===== src/common/sig_analyzer_regs.svh =====
/*
 * register offsets, field positions, reset values and polynomial of the signature analyzer.
 * assumes inclusion by bare name from the package and the design.
 */
`ifndef SIG_ANALYZER_REGS_SVH
`define SIG_ANALYZER_REGS_SVH

// ----------------------------------------------------------------
// register map
// ----------------------------------------------------------------
`define SIG_CTRL_OFFSET   12'h000
`define SIG_CTRL_RESET    32'h0000_0000

// ----------------------------------------------------------------
// field positions
// ----------------------------------------------------------------
`define SIG_SEL_LSB       0
`define SIG_CLR_BIT       2
`define SIG_EN_BIT        3
`define SIG_VAL_LSB       16

// ----------------------------------------------------------------
// crc
// ----------------------------------------------------------------
`define SIG_POLY          16'h1021
`define SIG_SEED          16'h0000

`endif


===== src/common/sig_analyzer_pkg.sv =====
/*
 * types of the signature analyzer.
 * assumes sig_analyzer_regs.svh on the include path.
 */
package sig_analyzer_pkg;
    `include "sig_analyzer_regs.svh"

    typedef enum logic [2:0] {
        ST_IDLE  = 3'b001,
        ST_ARMED = 3'b010,
        ST_RUN   = 3'b100
    } sig_state_t;

    typedef struct packed {
        logic [7:0] red;
        logic [7:0] green;
        logic [7:0] blue;
        logic       valid;
        logic       vsync;
    } pixel_in_t;

    typedef struct packed {
        sig_state_t  state;
        logic [1:0]  sel;
        logic [15:0] sig;
        logic        vs_meta;
        logic        vs_sync;
        logic        vs_prev;
        logic        pready;
        logic        pslverr;
        logic [31:0] prdata;
        logic        busy;
    } sig_regs_t;
endpackage


===== src/rtl/frame_signature_analyzer.sv =====
/*
 * signature analyzer: crc-16 over one colour component of one frame, apb control/status.
 * assumes pixel data and vsync on pclk; vsync is resynchronised, pixel data is not.
 */
// Decided for this implementation: the APB slave port and the address map.
`include "sig_analyzer_regs.svh"

// Contract
// - the signature is a 16-bit register advanced by the polynomial x16+x12+x5+1.
// - bits 1:0 pick the byte used: 0 red, 1 green, 2 blue of the 24-bit pixel; 3 gives a zero byte.
// - bit 3 of the control register is the enable/stop bit.
// - bit 2 of the control register is the reset/normal bit.
// - bits 31:16 of the register read back the current signature and ignore writes.
// - arming a run clears the signature to zero before any data is taken.
// - accumulation starts on the first rising vsync edge after arming.
// - that same vsync edge clears bit 2 by hardware.
// - the next rising vsync edge stops accumulation, clears bit 3 and freezes the signature.
module frame_signature_analyzer
    import sig_analyzer_pkg::*;
(
    input  wire logic        pclk,
    input  wire logic        presetn,
    input  wire logic        psel,
    input  wire logic        penable,
    input  wire logic        pwrite,
    input  wire logic [11:0] paddr,
    input  wire logic [31:0] pwdata,
    input  wire logic [3:0]  pstrb,
    output logic      [31:0] prdata,
    output logic             pready,
    output logic             pslverr,
    input  wire pixel_in_t   pix,
    output logic             run_busy
);

    sig_regs_t r_r;
    sig_regs_t r_nxt;

    // ----------------------------------------------------------------
    // reset image of the state
    // ----------------------------------------------------------------
    localparam sig_regs_t regs_rst = '{
        state:   ST_IDLE,
        sel:     2'b00,
        sig:     `SIG_SEED,
        default: '0
    };

    // ----------------------------------------------------------------
    // crc step, msb first
    // ----------------------------------------------------------------
    function automatic logic [15:0] crc_byte(input logic [15:0] c, input logic [7:0] d);
        logic [15:0] x;
        logic        fb;
        x = c;
        for (int i = 7; i >= 0; i--) begin
            fb = x[15] ^ d[i];
            x  = {x[14:0], 1'b0} ^ (fb ? `SIG_POLY : 16'h0000);
        end
        return x;
    endfunction

    // ----------------------------------------------------------------
    // helper nets
    // ----------------------------------------------------------------
    logic [7:0]  comp;
    logic        vs_rise;
    logic        setup_ph;
    logic        access_ph;
    logic        acc_wr;
    logic        hit;
    logic        lane0;
    logic        arm_req;
    logic        stop_req;
    logic        crc_step;
    logic [15:0] crc_next;
    logic [31:0] rd_word;
    logic        en_bit;
    logic        clr_bit;
    logic        rsp_ready;
    logic        rsp_err;
    logic [31:0] rsp_data;

    // ----------------------------------------------------------------
    // component select
    // ----------------------------------------------------------------
    always_comb begin
        unique case (r_r.sel)
            2'b00: begin
                comp = pix.red;
            end
            2'b01: begin
                comp = pix.green;
            end
            2'b10: begin
                comp = pix.blue;
            end
            default: begin
                comp = 8'h00;
            end
        endcase
    end

    // ----------------------------------------------------------------
    // bus decode
    // ----------------------------------------------------------------
    always_comb begin
        hit       = (paddr == `SIG_CTRL_OFFSET);
        setup_ph  = psel & ~penable;
        access_ph = psel & penable;
        lane0     = pstrb[0];
        acc_wr    = access_ph & r_r.pready & pwrite & hit & lane0;
        arm_req   = acc_wr & pwdata[`SIG_EN_BIT] & pwdata[`SIG_CLR_BIT];
        stop_req  = acc_wr & ~pwdata[`SIG_EN_BIT];
    end

    // ----------------------------------------------------------------
    // status word
    // ----------------------------------------------------------------
    always_comb begin
        en_bit  = (r_r.state != ST_IDLE);
        clr_bit = (r_r.state == ST_ARMED);
        rd_word = 32'h0000_0000;
        rd_word[`SIG_VAL_LSB +: 16] = r_r.sig;
        rd_word[`SIG_EN_BIT]        = en_bit;
        rd_word[`SIG_CLR_BIT]       = clr_bit;
        rd_word[`SIG_SEL_LSB +: 2]  = r_r.sel;
    end

    // ----------------------------------------------------------------
    // vsync edge and crc step
    // ----------------------------------------------------------------
    always_comb begin
        // the byte of the edge-detect cycle is left out
        vs_rise  = r_r.vs_sync & ~r_r.vs_prev;
        crc_step = (r_r.state == ST_RUN) & ~vs_rise & pix.valid;
        crc_next = crc_byte(r_r.sig, comp);
    end

    // ----------------------------------------------------------------
    // bus response
    // ----------------------------------------------------------------
    always_comb begin
        // answer in the cycle after setup, no wait states
        rsp_ready = setup_ph;
        rsp_err   = setup_ph & ~hit;
        rsp_data  = 32'h0000_0000;
        if (setup_ph & ~pwrite & hit) begin
            rsp_data = rd_word;
        end
    end

    // ----------------------------------------------------------------
    // next state
    // ----------------------------------------------------------------
    always_comb begin
        r_nxt = r_r;

        // vsync passes two flops before the edge detector reads it
        r_nxt.vs_meta = pix.vsync;
        r_nxt.vs_sync = r_r.vs_meta;
        r_nxt.vs_prev = r_r.vs_sync;

        unique case (r_r.state)
            ST_IDLE: begin
                r_nxt.state = ST_IDLE;
            end
            ST_ARMED: begin
                if (vs_rise) begin
                    r_nxt.state = ST_RUN;
                end
            end
            ST_RUN: begin
                if (vs_rise) begin
                    r_nxt.state = ST_IDLE;
                end
            end
        endcase

        if (crc_step) begin
            r_nxt.sig = crc_next;
        end

        // an arm or stop write wins over a vsync edge in the same cycle
        if (acc_wr) begin
            r_nxt.sel = pwdata[`SIG_SEL_LSB +: 2];
        end
        if (arm_req) begin
            r_nxt.state = ST_ARMED;
            r_nxt.sig   = `SIG_SEED;
        end else if (stop_req) begin
            r_nxt.state = ST_IDLE;
        end

        r_nxt.busy = (r_nxt.state != ST_IDLE);

        r_nxt.pready  = rsp_ready;
        r_nxt.pslverr = rsp_err;
        r_nxt.prdata  = rsp_data;
    end

    // ----------------------------------------------------------------
    // state register
    // ----------------------------------------------------------------
    always_ff @(posedge pclk or negedge presetn) begin
        if (!presetn) begin
            r_r <= regs_rst;
        end else begin
            r_r <= r_nxt;
        end
    end

    // ----------------------------------------------------------------
    // outputs
    // ----------------------------------------------------------------
    assign prdata   = r_r.prdata;
    assign pready   = r_r.pready;
    assign pslverr  = r_r.pslverr;
    assign run_busy = r_r.busy;

endmodule


===== config.mk =====
export PLATFORM = sky130hd
export DESIGN_NAME = frame_signature_analyzer
export DESIGN_NICKNAME = d
export VERILOG_FILES = /design/src/common/sig_analyzer_pkg.sv /design/src/rtl/frame_signature_analyzer.sv
export VERILOG_INCLUDE_DIRS = /design/src /design/src/common
export SDC_FILE = /design/constraint.sdc
export NUM_CORES = 1
export LEC_CHECK = 0
export ABC_AREA = 1
export BUFFER_PORTS_ARGS = -buffer_cell sky130_fd_sc_hd__buf_4
export CAP_MARGIN = 10
export CORE_AREA = 2 2 76 78
export DETAILED_ROUTE_END_ITERATION = 12
export DIE_AREA = 0 0 78 80
export GPL_TIMING_DRIVEN = 0
export HOLD_SLACK_MARGIN = 0.15
export PLACE_DENSITY = 0.86
export SLEW_MARGIN = 10
export SYNTH_ARGS = -nofsm -noshare
export SYNTH_HDL_FRONTEND = slang
export SYNTH_SLANG_ARGS = --single-unit
export TNS_END_PERCENT = 10

===== constraint.sdc =====
create_clock -name pclk -period 2.93 [get_ports pclk]
set_input_delay 0.586 -clock pclk [delete_from_list [all_inputs] [get_ports pclk]]
set_output_delay 0.586 -clock pclk [all_outputs]
set_load 0.01 [all_outputs]

Word level (Yosys, flattened, before mapping) --
Index checks and enable logic that the tools add are counted.
Word-level totals: output and inout bits 35, register bits after elaboration 59, logic and storage cells 74, bits of input ports 79
Cells by class: eq/ne operators 7, multiplexer cells 17, bitwise logic cells 37, reductions and logical operators 3
Operators by type and width (count):
- $xor A16 B13 Y16 | 8
- $mux W13 | 8
- $mux W16 | 2
- $mux W32 | 1
- $pmux W8 S3 | 1
- $and A1 B1 Y1 | 15
- $logic_not A12 Y1 | 1
- $mux W3 | 4
- $pmux W3 S3 | 1
- $xor A1 B1 Y1 | 8
- $ne A3 B1 Y1 const B | 2
- $not A1 Y1 | 6
- $eq A3 B1 Y1 const B | 1
- $eq A3 B2 Y1 const B | 1
- $eq A3 B3 Y1 const B | 1
- $eq A2 B1 Y1 const B | 1
- $eq A2 B2 Y1 const B | 1
- $logic_not A2 Y1 | 1
- $reduce_bool A2 Y1 | 1

Depth between registers and ports, before layout --
Gate-level depths: netlist of run 1.
depth after elaboration 28, gate-level depth with buffers 11, mapped depth without buffers 10

Least setup slack after synthesis of run 1 --
Ideal clock, no wire load.
path type input -> register, start input paddr[9], end register r_r[47] (netlist bit), required time 2813 ps, path slack 1371 ps, setup time 117 ps, stages on the path 7, buffers on the path 2, arrival time 1441 ps, cell sequence nor2_1 nor3b_1 nand4_1 buf_2 buf_4 nand3_1 nand2_1
Between the ends: word-level cells in the longest chain between the ends 6, elaborated cells on any way between the ends 7, those cells by class mux (1); bitwise (4); reduce/logical (2)
Ends and longest elaborated chain:
- from (decl) | RTL line frame_signature_analyzer.sv:26 | input wire logic [11:0] paddr,
- $logic_not A12 Y1 (no source line) *
- $and A1 B1 Y1 * (2 in series) | RTL line frame_signature_analyzer.sv:112 | acc_wr = access_ph & r_r.pready & pwrite & hit & lane0;
- $and A1 B1 Y1 * (2 in series) | RTL line frame_signature_analyzer.sv:113 | arm_req = acc_wr & pwdata[`SIG_EN_BIT] & pwdata[`SIG_CLR_BIT];
- $mux W16 / $reduce_bool A2 Y1 (equally long branches)
- to (signal assigned) | RTL line frame_signature_analyzer.sv:207 | r_r <= regs_rst;
- to (signal assigned) | RTL line frame_signature_analyzer.sv:209 | r_r <= r_nxt;
- to (decl) | RTL line frame_signature_analyzer.sv:36 | sig_regs_t r_r;
Every way passes the cells marked *; elsewhere a longest branch is shown, timed or not. A chain may end at the register's enable or synchronous reset.

Worst setup path after layout of run 1 --
start register r_r[55] (netlist bit), end register r_r[52] (netlist bit)
Between the ends: word-level cells in the longest chain between the ends 15, elaborated cells on any way between the ends 17, those cells by class eq/ne (2); mux (5); bitwise (9); reduce/logical (1)
Ends and longest elaborated chain:
- $eq A2 B2 Y1 (tied with other cells) | RTL line frame_signature_analyzer.sv:88 | unique case (r_r.sel)
- $pmux W8 S3 * | RTL line frame_signature_analyzer.sv:88
- $xor A1 B1 Y1 | RTL line frame_signature_analyzer.sv:57 | fb = x[15] ^ d[i];
- $mux W13 | RTL line frame_signature_analyzer.sv:58 | x = {x[14:0], 1'b0} ^ (fb ? `SIG_POLY : 16'h0000);
- $xor A16 B13 Y16 (4 in series) | RTL line frame_signature_analyzer.sv:58
- $xor A1 B1 Y1 * | RTL line frame_signature_analyzer.sv:57
- $mux W13 * | RTL line frame_signature_analyzer.sv:58
- $xor A16 B13 Y16 * (3 in series) | RTL line frame_signature_analyzer.sv:58
- $mux W16 * | RTL line frame_signature_analyzer.sv:180 | if (crc_step) begin
- $mux W16 * | RTL line frame_signature_analyzer.sv:188 | if (arm_req) begin
Every way passes the cells marked *; elsewhere a longest branch is shown, timed or not. The select of a mux whose other input is x is not followed.

==> results of run 1 <==
layout by cell type (no fill, tap or decap):
cell      instances
nand3b_1          1
nor3_2            1
clkbuf_1          1
nor3_1            2
nand2_4           3
o21ai_1           4
clkbuf_8          6
inv_1            26
nand3_2           6
clkinv_2          1
inv_4             1
dfstp_2           1
dfrtp_1          46
a21oi_1           2
and2_1            1
o21ai_2           1
inv_6             1
nor2_1           34
buf_4           104
nand4_1          17
nor3b_1           1
nand2_2          16
nand3_1          53
buf_2             4
nand2_1          79
conb_1           12
buf_6             2
nor2_8            1
o21ai_0           3
power breakdown:
group / leakage [nW] / switching [mW] / internal (mW)
logic: 1.33 / 0.0791 / 0.0786
registers: 0.597 / 0.0119 / 0.663
clock network: 0.0482 / 0.216 / 0.191
total: 1.98 / 0.307 / 0.932
how the worst min path moves through the flow:
stage          cells past startpoint          to  slack [ns]
2_1_floorplan                      0   prdata[0]        0.29
3_3_place_gp                       0   r_nxt[35]        0.34
3_5_place_dp                       0   r_nxt[35]        0.35
4_1_cts                            1     r_r[39]        0.30
5_1_grt                            1  prdata[25]        0.33
6_report                           1     r_r[44]        0.29
sequential cells by signal, indices dropped and copies added (netlist names):
name,count
prdata,20
pready,1
pslverr,1
r_nxt,2
r_r,22
run_busy,1
metal layers:
metal / up-vias / GRT usage (%) / share of wire [%] / wire length (um)
li1: 1238 / - / - / -
met1: 1158 / 24.1 / 41 / 2520
met2: 100 / 38.0 / 52 / 3170
met3: 5 / 4.30 / 6.6 / 407
met4: 0 / 5.96 / 0.78 / 48
met5: - / 0 / 0 / 0
metrics by stage:
step           instances  instance area (um2)  power, mW  util, %  hold WS [ns]
6_report             502                 3440       1.24     63.7         0.286
5_1_grt              502                 3440       1.29     63.7         0.329
4_1_cts              502                 3440       1.25     63.7         0.300
2_1_floorplan        352                 2740      0.766        -         0.290
3_3_place_gp         494                 3350      0.841     62.0         0.338
3_5_place_dp         494                 3350      0.845     62.0         0.347
cells by family (layout without fill, tap and decap cells):
| family | after synthesis | after routing | share of synthesized area, % |
|---|---|---|---|
| compound gates | 10 | 10 | 2.00 |
| buf+inv | 68 | 146 | 15.2 |
| flops | 47 | 47 | 43.7 |
| other cells | 1 | 12 | 0.139 |
| simple gates | 215 | 215 | 39.0 |
cell type report:
| type | instances | share of cell area [%] |
|---|---|---|
| flip-flops and latches | 47 | 34.2 |
| well taps | 72 | 2.62 |
| multi-input cells | 237 | 33.4 |
| repair buffers | 70 | 15.3 |
| plain buffers | 40 | 8.65 |
| clock inverters | 1 | 0.145 |
| inverters | 28 | 3.27 |
| clock buffers | 7 | 2.51 |
worst max-delay path: cells and delay by family, from the launching register on:
| kind | cells | cell delay [ns] |
|---|---|---|
| buffers and inverters | 1 | 0.16 |
| DFF | 1 | 0.38 |
| and+or+nand+nor | 10 | 0.92 |
==> summary.md, run 1 <==
| Metric | Value |
|---|---|
| Post-synth top cells | `nand2_1 (79), nand3_1 (53), dfrtp_1 (46)` |
| Clk pin slew, worst setup/hold paths | `0.09 ns` |
| Total wire length | `6.14 mm` |
| Crit-path max cell delay | `0.38 ns` |
| Yosys reg bits | `47` |
| Synth Cell Area | `2700 um2` |
| CP dominant cell by count | `nand2_1` |
| Post-synth ARST share | `100%` |
| # nets final | `508` |
| Fin crit period | `1.58 ns` |
| Fin Setup TNS | `0 ns` |
| CTS Buf Count | `5` |
| DPL Wire Length | `4.53 mm` |
| DR pass1 iterations | `4` |
| CP endpoint kind | `flip-flop` |
| Required @ worst endpoint | `3.12 ns` |
| Post-CTS sizing | `0` |
| R2r endpoint | `r_r[52]` |
| Synth Warn # | `0` |
| DR vias | `2501` |
| Worst skew pair latency | `0.31 ns` |
| MaxCap Viol Count | `0` |
| Die ar. | `6240 um2` |
| Largest net degree at the start of global routing | `48` |
| Register area | `1180 um2` |
| Postcts setup bufs | `0` |
| Area leader, netlist | `dfrtp_1` |
| Rows | `27` |
| Crit path to | `r_r[52]` |
| H-tree depth | `2` |
| Cells along the critical path | `buf_6 -> nor2_8 -> nand2_1 -> nand3_1 -> nand2_1 -> nand2_1 -> nand2_2 -> nand2_2 -> nand2_1 -> nand3_1 -> nand2_1` |
| Tcrit/Tclk final | `53.9%` |
| FF-to-FF setup slack | `1.35 ns` |
| Max-slew violation count | `0` |
| GRT Util Overall | `20.6%` |
| Die height | `80 um` |
| First-pass GRT wire length | `10.1 mm` |
| Setup CP Type | `reg -> reg` |
| Clock skew | `0.0135 ns` |
| Hold Fails Final Rpt | `0` |
| Core box area | `5410 um2` |
| Initial drt markers | `179` |
| Outcome | `finished, final reports clean` |
| Tightest Pin Transition | `0.591 ns` |
| Initial antenna violation count | `0` |
| CTS tree | `built` |
| Ys flop type | `dfrtp_1` |
| Startpoint Class | `flip-flop` |
| Cts hold-fix bufs | `0` |
| Fill count | `477` |
| Place WS | `1.09 ns` |
| Clock Tree Buf Depth | `2` |
| Launch point of the worst path | `r_r[55]` |
| Final GP Congestion | `0.829` |
| CP max FO | `10` |
| # IOs | `114` |
| CTS Sinks | `47` |
| N_diodes | `0` |
| Multi-input gate area | `1150 um2` |
| Initial Util | `49.9%` |
| Slowest cell on the critical path | `dfrtp_1` |
| Most common cell in the netlist | `nand2_1` |
| Path depth of the worst reg2reg path | `11` |
| Wirelength per Cell | `12.2 um` |
| Vias in the first global route | `2381` |
| Cells after synthesis | `341` |
| EDFF count, synth | `0` |
| Remaining global-route overflow | `0` |
| Synthesis-to-finish area growth | `27.7%` |
| Proportion of layout cells with a drive suffix above 1 | `34.4%` |
| Highest clock rate | `634 MHz` |
| Count of cell types in the netlist | `26` |
| CTS Root Cell | `clkbuf_8` |
| P per Cell Area | `360 nW/um2` |
| VDD IR max | `303 uV` |
| Die width | `78 um` |
| R2R Path Start | `r_r[55]` |
| WP data arrival | `1.77 ns` |
| Leak | `1.98 nW` |
| Final setup viols | `0` |
| Top cell type's share of synthesized area | `42.7%` |
| Setup ws final | `1.35 ns` |
| DRC viols | `0` |
| Max-slew headroom | `60.6%` |
| Post-DRT Antenna Nets | `0` |
| Seq/Total Area, Yosys | `43.7%` |
| Unrepaired setup endpoints after global routing | `false` |
| Top cells by area, synth | `dfrtp_1 (43%), nand2_1 (11%), nand3_1 (9.8%)` |
| # port buffers | `70` |
| HP Class | `in -> async` |
| Syn avg cell area | `7.91 um2` |
| Vias per cell | `4.98` |
(Power assumes the default switching activity.)
==> run 2, diff against run 1 <==
--- a/config.mk
+++ b/config.mk
@@ -9,12 +9,12 @@
 export ABC_AREA = 1
 export BUFFER_PORTS_ARGS = -buffer_cell sky130_fd_sc_hd__buf_4
 export CAP_MARGIN = 10
-export CORE_AREA = 2 2 76 78
+export CORE_AREA = 2 2 78 80
 export DETAILED_ROUTE_END_ITERATION = 12
-export DIE_AREA = 0 0 78 80
+export DIE_AREA = 0 0 80 82
 export GPL_TIMING_DRIVEN = 0
 export HOLD_SLACK_MARGIN = 0.15
-export PLACE_DENSITY = 0.86
+export PLACE_DENSITY = 0.82
 export SLEW_MARGIN = 10
 export SYNTH_ARGS = -nofsm -noshare
 export SYNTH_HDL_FRONTEND = slang
==> constraint.sdc (replaced) <==
create_clock -name pclk -period 1.6 [get_ports pclk]
set_input_delay 0.32 -clock pclk [delete_from_list [all_inputs] [get_ports pclk]]
set_output_delay 0.32 -clock pclk [all_outputs]
set_load 0.01 [all_outputs]
==> summary.md, run 2 (synthesis gave the netlist of run 1 again) <==
| Metric | Value |
|---|---|
| CTS Buf Count | `5 (unchanged)` |
| Final GP Congestion | `0.829 (about the same)` |
| Hold_ws | `0.175 ns (-0.112 ns)` |
| CP endpoint kind | `flip-flop` |
| Clock Tree Buf Depth | `2 (unchanged)` |
| Max-slew headroom | `59.3% (-1.3 points)` |
| Final Cell Area | `3730 um2 (+8.2%)` |
| P per Cell Area | `664 nW/um2 (+85%)` |
| DRC viols | `0 (unchanged)` |
| # port buffers | `70 (unchanged)` |
| Vias per cell | `4.94 (-0.80%)` |
| Die height | `82 um (+2.5%)` |
| Tightest Pin Transition | `0.611 ns (+0.0198 ns)` |
| P_int | `1.88 mW (+100%)` |
| Cells along the critical path | `buf_12 -> nor2_8 -> buf_12 -> nand2_4 -> nand3_2 -> nand2_1 -> nand2_2 -> nand2_2 -> nand2_2 -> nand2_1 -> nand3_1 -> nand2_1` |
| Synthesis-to-finish area growth | `38.3%` |
| Highest clock rate | `625 MHz (-1.3%)` |
| Wirelength per Cell | `12.9 um (+5.5%)` |
| Die width | `80 um (+2.6%)` |
| Fin Setup TNS | `0 ns (unchanged)` |
| Place WS | `-0.0162 ns (-1.11 ns)` |
| Path depth of the worst reg2reg path | `12 (+1)` |
| Rows | `28 (+3.7%)` |
| WP data arrival | `1.80 ns (+0.03 ns)` |
| DPL Wire Length | `4.48 mm (-1.2%)` |
| FF-to-FF setup slack | `0.001 ns (-1.35 ns)` |
| Power, Total | `2.48 mW (+100%)` |
| Clk pin slew, worst setup/hold paths | `0.09 ns (about the same)` |
| Max reg flops | `22 (unchanged)` |
| MaxCap Viol Count | `0 (unchanged)` |
| Total wire length | `6.70 mm (+9.1%)` |
| Most common cell after layout, fill and taps aside | `buf_4` |
| Logic pwr share | `13.0% (+0.3 points)` |
| Commonest non-fill, non-tap cells in the layout | `buf_4 (115), nand2_1 (63), nand3_1 (46), dfrtp_1 (46), nor2_1 (33)` |
| Die ar. | `6560 um2 (+5.1%)` |
| First-pass GRT wire length | `10.1 mm (-0.68%)` |
| Fin crit period | `1.60 ns (+0.0209 ns)` |
| Startpoint Class | `flip-flop` |
| Fill count | `472 (-1.0%)` |
| DR pass1 iterations | `5 (+1)` |
| CTS Sinks | `47 (unchanged)` |
| WHS Path Cells | `2` |
| Post-DRT Antenna Nets | `0 (unchanged)` |
| R2r endpoint | `r_r[44]` |
| HP Class | `in -> reg` |
| Max-slew violation count | `0 (unchanged)` |
| Hold Fails Final Rpt | `0 (unchanged)` |
| Launch point of the worst path | `r_r[54]` |
| Initial drt markers | `156 (-13%)` |
| Reg with most FFs | `r_r` |
| Proportion of layout cells with a drive suffix above 1 | `41.9% (+7.5 points)` |
| Setup ws final | `0.000964 ns (-1.35 ns)` |
| Unrepaired setup endpoints after global routing | `true` |
| N_diodes | `0 (unchanged)` |
| Clock skew | `0.00442 ns (-0.00913 ns)` |
| Net Switching | `0.595 mW (+94%)` |
| Leak | `2.15 nW (+8.6%)` |
| CP max FO | `8 (-2)` |
| Tcrit/Tclk final | `99.9% (+46 points)` |
| Vias in the first global route | `2358 (-0.97%)` |
| Placed cell areas | `3360 um2 (+0.11%)` |
| Setup CP Type | `reg -> reg` |
| Clk pwr share | `37.0% (+4.2 points)` |
| Sequential fraction of design power | `50.0% (-4.5 points)` |
| Initial antenna violation count | `0 (unchanged)` |
| Worst skew pair latency | `0.31 ns (about the same)` |
| VDD IR max | `397 uV (+31%)` |
| Outcome | `finished, final reports clean` |
| Largest net degree at the start of global routing | `48 (unchanged)` |
| Initial Util | `46.9% (-3.0 points)` |
| # nets final | `522 (+2.8%)` |
| H-tree depth | `2 (unchanged)` |
| Crit-path max cell delay | `0.41 ns (+0.03 ns)` |
| Remaining global-route overflow | `0 (unchanged)` |
| CTS tree | `built` |
| Net Sw Frac | `24.0% (-0.74 points)` |
| GRT Util Overall | `19.9% (-0.66 points)` |
| Slowest cell on the critical path | `dfrtp_1` |
| DR vias | `2565 (+2.6%)` |
| # IOs | `114 (unchanged)` |
| Crit path to | `r_r[44]` |
| Final setup viols | `0 (unchanged)` |
| CTS Root Cell | `clkbuf_8` |
| Core box area | `5750 um2 (+6.3%)` |
| Required @ worst endpoint | `1.80 ns (-1.32 ns)` |
| R2R Path Start | `r_r[54]` |
## run 2: metal layers
metal	track usage, %	vias to the layer above	wire (um)
met2	35.8	95	3540
li1	-	1267	-
met5	0	-	0
met3	4.51	6	437
met4	8.81	0	80
met1	22.7	1197	2640
## run 2: worst min path at each step
stage,from,to
2_1_floorplan,presetn,prdata[0]
3_3_place_gp,r_nxt[36],r_nxt[35]
3_5_place_dp,r_nxt[36],r_nxt[35]
4_1_cts,penable,pslverr
5_1_grt,penable,pslverr
6_report,penable,pslverr
## run 2: area by class of cell
type                    instances  area [um2]  share of cell area, %
multi-input cells             237        1270                   34.1
flip-flops and latches         47        1180                   31.6
repair buffers                 84         648                   17.4
plain buffers                  40         307                   8.22
inverters                      28         115                   3.09
well taps                      75        93.8                   2.52
clock buffers                   6        82.6                   2.21
clock inverters                 2        35.0                  0.940
## run 2: power groups by stage
stage	Combinational, mW	Sequential (mW)	Clock, mW
detailed placement	0.288	1.26	0
global route	0.358	1.24	0.988
finish	0.322	1.24	0.916
floorplan	0.147	1.26	0
global placement	0.283	1.26	0
CTS	0.294	1.24	0.934
## run 2: worst max-delay path, delay by kind of cell, from the launching register on
family	cells	cell delay, ns
and+or+nand+nor	10	0.78
DFF	1	0.41
buffers and inverters	2	0.30
## run 2: timing repair
action,in CTS,in global routing
buffers inserted,0,12
hold buffers,2,0
hold endpoints to repair,47,0
resized for setup,0,36
setup endpoints to repair,0,11
## run 2: through the flow
| step | util, % | std cells |
|---|---|---|
| final | 64.9 | 519 |
| after global routing | 64.9 | 519 |
| after CTS | 60.8 | 507 |
| after floorplan | - | 352 |
| after global placement | 58.4 | 497 |
| after detailed placement | 58.4 | 497 |
==> run 3, diff against run 2 <==
--- a/config.mk
+++ b/config.mk
@@ -6,15 +6,14 @@
 export SDC_FILE = /design/constraint.sdc
 export NUM_CORES = 1
 export LEC_CHECK = 0
-export ABC_AREA = 1
 export BUFFER_PORTS_ARGS = -buffer_cell sky130_fd_sc_hd__buf_4
 export CAP_MARGIN = 10
-export CORE_AREA = 2 2 78 80
+export CORE_AREA = 2 2 75 77
 export DETAILED_ROUTE_END_ITERATION = 12
-export DIE_AREA = 0 0 80 82
+export DIE_AREA = 0 0 77 79
 export GPL_TIMING_DRIVEN = 0
 export HOLD_SLACK_MARGIN = 0.15
-export PLACE_DENSITY = 0.82
+export PLACE_DENSITY = 0.83
 export SLEW_MARGIN = 10
 export SYNTH_ARGS = -nofsm -noshare
 export SYNTH_HDL_FRONTEND = slang
==> summary.md, run 3 <==
| Metric | Value |
|---|---|
| CP endpoint kind | `flip-flop` |
| CTS Buf Count | `5 (unchanged)` |
| CP max FO | `9 (+1)` |
| VDD IR max | `342 uV (-14%)` |
| DR pass1 iterations | `4 (-1)` |
| # IOs | `114 (unchanged)` |
| Hold Fails Final Rpt | `0 (unchanged)` |
| Core box area | `5340 um2 (-7.1%)` |
| Required @ worst endpoint | `1.79 ns (about the same)` |
| Met3 Wirelength | `241 um (-45%)` |
| Leak | `1.64 nW (-24%)` |
| Synthesis-to-finish area growth | `33.7%` |
| First-pass GRT wire length | `7.06 mm (-30%)` |
| Clk pin slew, worst setup/hold paths | `0.08 ns (about the same)` |
| WP buf/inv | `2 (unchanged)` |
| Rows | `27 (-3.6%)` |
| Register area | `1180 um2 (unchanged)` |
| Highest clock rate | `575 MHz (-8.1%)` |
| EDFF count, synth | `0 (unchanged)` |
| Power, Total | `2.54 mW (+2.6%)` |
| Die width | `77 um (-3.8%)` |
| Vias in the first global route | `1560 (-34%)` |
| Max-slew headroom | `62.5% (+3.2 points)` |
| Fill count | `459 (-2.8%)` |
| Multi-input gate area | `1000 um2 (-21%)` |
| Area leader, netlist | `dfrtp_1` |
| Top cell type's share of synthesized area | `47.3% (+4.7 points)` |
| Final Non-Filler Cells | `381 (-27%)` |
| DRC viols | `0 (unchanged)` |
| Total wire length | `4.19 mm (-37%)` |
| Cells after synthesis | `217 (-36%)` |
| Crit path to | `r_r[44]` |
| Path depth of the worst reg2reg path | `8 (-4)` |
| Setup CP Type | `reg -> reg` |
| Wirelength per Cell | `11.0 um (-15%)` |
| Most common cell in the netlist | `dfrtp_1` |
| GRT Util Overall | `14.7% (-5.3 points)` |
| DR vias | `1665 (-35%)` |
| R2r endpoint | `r_r[44]` |
| Final setup viols | `17 (+17)` |
| WP data arrival | `1.93 ns (+0.13 ns)` |
| DPL Wire Length | `3.32 mm (-26%)` |
| Synth Cell Area | `2430 um2 (-9.8%)` |
| Unrepaired setup endpoints after global routing | `true` |
| Initial antenna violation count | `0 (unchanged)` |
| Remaining global-route overflow | `0 (unchanged)` |
| Post-synth top cells | `dfrtp_1 (46), buf_4 (34), and2_1 (19)` |
| N_diodes | `0 (unchanged)` |
| Slowest cell on the critical path | `dfrtp_1` |
| Tightest Pin Transition | `0.563 ns (-0.0481 ns)` |
| Hold_ws | `0.255 ns (+0.0804 ns)` |
| # port buffers | `70 (unchanged)` |
| CTS tree | `built` |
| # nets final | `387 (-26%)` |
| Outcome | `finished with violations` |
| Proportion of layout cells with a drive suffix above 1 | `46.0% (+4.1 points)` |
| CP top delay family | `XOR/XNOR gates` |
| Fin crit period | `1.74 ns (+0.141 ns)` |
| Ys flop type | `dfrtp_1` |
| H-tree depth | `2 (unchanged)` |
| CTS Root Cell | `clkbuf_8` |
| Placed Cells | `370 (-26%)` |
| Initial drt markers | `27 (-83%)` |
| FF-to-FF setup slack | `-0.14 ns (-0.14 ns)` |
| P per Cell Area | `781 nW/um2 (+18%)` |
| Count of cell types in the netlist | `38 (+46%)` |
| Crit path depth | `8 (-4)` |
| Die ar. | `6080 um2 (-7.3%)` |
| Max-slew violation count | `0 (unchanged)` |
| Clock Tree Buf Depth | `2 (unchanged)` |
| Top cells by area, synth | `dfrtp_1 (47%), buf_4 (10%), xnor2_2 (5.4%)` |
| Startpoint Class | `flip-flop` |
| Post-synth ARST share | `100% (unchanged)` |
| Seq/Total Area, Yosys | `48.4% (+4.8 points)` |
| Max reg flops | `22 (unchanged)` |
| Launch point of the worst path | `r_r[54]` |
| Vias per cell | `4.37 (-12%)` |
| Clock skew | `0.00900 ns (+0.00459 ns)` |
| Place WS | `-0.330 ns (-0.314 ns)` |
| Reg with most FFs | `r_r` |
| Setup ws final | `-0.140 ns (-0.141 ns)` |
| Crit-path max cell delay | `0.39 ns (-0.02 ns)` |
| Worst skew pair latency | `0.30 ns (about the same)` |
| Die height | `79 um (-3.7%)` |
| Final GP Congestion | `0.797 (-3.9%)` |
| R2R Path Start | `r_r[54]` |
| MaxCap Viol Count | `0 (unchanged)` |
| Most common cell after layout, fill and taps aside | `buf_4` |
| Initial Util | `45.5% (-1.4 points)` |
| Yosys reg bits | `47 (unchanged)` |
| Tcrit/Tclk final | `109% (+8.8 points)` |
| Largest net degree at the start of global routing | `48 (unchanged)` |
| Commonest non-fill, non-tap cells in the layout | `buf_4 (105), dfrtp_1 (46), and2_1 (19)` |
| Failing checks | `negative setup slack` |
| DR top layer | `met4` |
| Synth Warn # | `0 (unchanged)` |
| HP Class | `in -> reg` |
| Wl on met1 | `1.90 mm (-28%)` |
| Syn avg cell area | `11.2 um2 (+42%)` |
| Cells along the critical path | `buf_6 -> buf_4 -> mux2i_1 -> o21ai_1 -> xor2_1 -> xnor2_2 -> xnor2_1 -> a22o_1` |
| Post-DRT Antenna Nets | `0 (unchanged)` |
| CTS Sinks | `47 (unchanged)` |
| Met2 wire length | `2.01 mm (-43%)` |
run 3: changes by cell type in the layout (fill, tap and decap cells not counted), sizes merged, moves of 14 or more:
| cell | previous run | this run |
|---|---|---|
| nand2 | 98 | 13 |
| and2 | 1 | 19 |
| nor2 | 35 | 6 |
| xnor2 | 0 | 15 |
| inv | 28 | 2 |
| nand4 | 17 | 0 |
| nand3 | 59 | 2 |
| buf | 122 | 108 |
run 3: report_power, final:
group	total (mW)	switching, mW	internal, mW
Clock	0.882	0.376	0.505
Sequential	1.26	0.0366	1.22
Combinational	0.397	0.171	0.226
run 3: logic make-up (layout without fill, tap and decap cells):
kind of cell    Yosys count  count (layout)  share of synthesized area [%]
compound gates           31              31                           8.70
xor+xnor                 24              24                           11.4
buf+inv                  42             123                           12.7
flops                    47              47                           48.4
mux                      10              10                           4.22
other cells               1              12                          0.154
simple gates             62              62                           14.4
run 3: what timing repair did:
item | CTS | global route
resized for setup | 1 | 4
hold buffers | 2 | 0
pin swaps | 3 | 6
buffers inserted | 0 | 1
endpoints found under the setup margin | 17 | 36
hold endpoints to repair | 47 | 0
run 3: per-layer routing:
metal / vias to the layer above / GRT usage [%]
met4: 0 / 5.71
met2: 59 / 23.8
met1: 746 / 19.0
met5: - / 0
li1: 856 / -
met3: 4 / 3.86
run 3: how the worst min path moves through the flow:
stage          startpoint        end  slack (ns)  depth (start not counted)
2_1_floorplan     presetn  prdata[0]        0.02                          0
3_3_place_gp    r_nxt[36]  r_nxt[35]        0.33                          0
3_5_place_dp    r_nxt[36]  r_nxt[35]        0.34                          0
4_1_cts         pwdata[1]    r_r[55]        0.25                          2
5_1_grt         pwdata[1]    r_r[55]        0.26                          2
6_report        pwdata[1]    r_r[55]        0.25                          2
run 3: metrics by stage:
step,cell area [um2],utilization [%],setup TNS [ns]
after floorplan,2470,-,-0.0217
after global placement,3090,57.9,-9.47
after detailed placement,3090,57.9,-10.30
after CTS,3230,60.5,-1.46
after global routing,3250,60.9,-3.09
final,3250,60.9,-1.24
run 3: final cells by class:
type                    instances  area share (%)
clock buffers                   6            2.54
inverters                       2           0.231
plain buffers                  40            9.28
repair buffers                 73            17.0
well taps                      72            2.77
clock inverters                 2            1.08
multi-input cells             139            30.9
flip-flops and latches         47            36.2
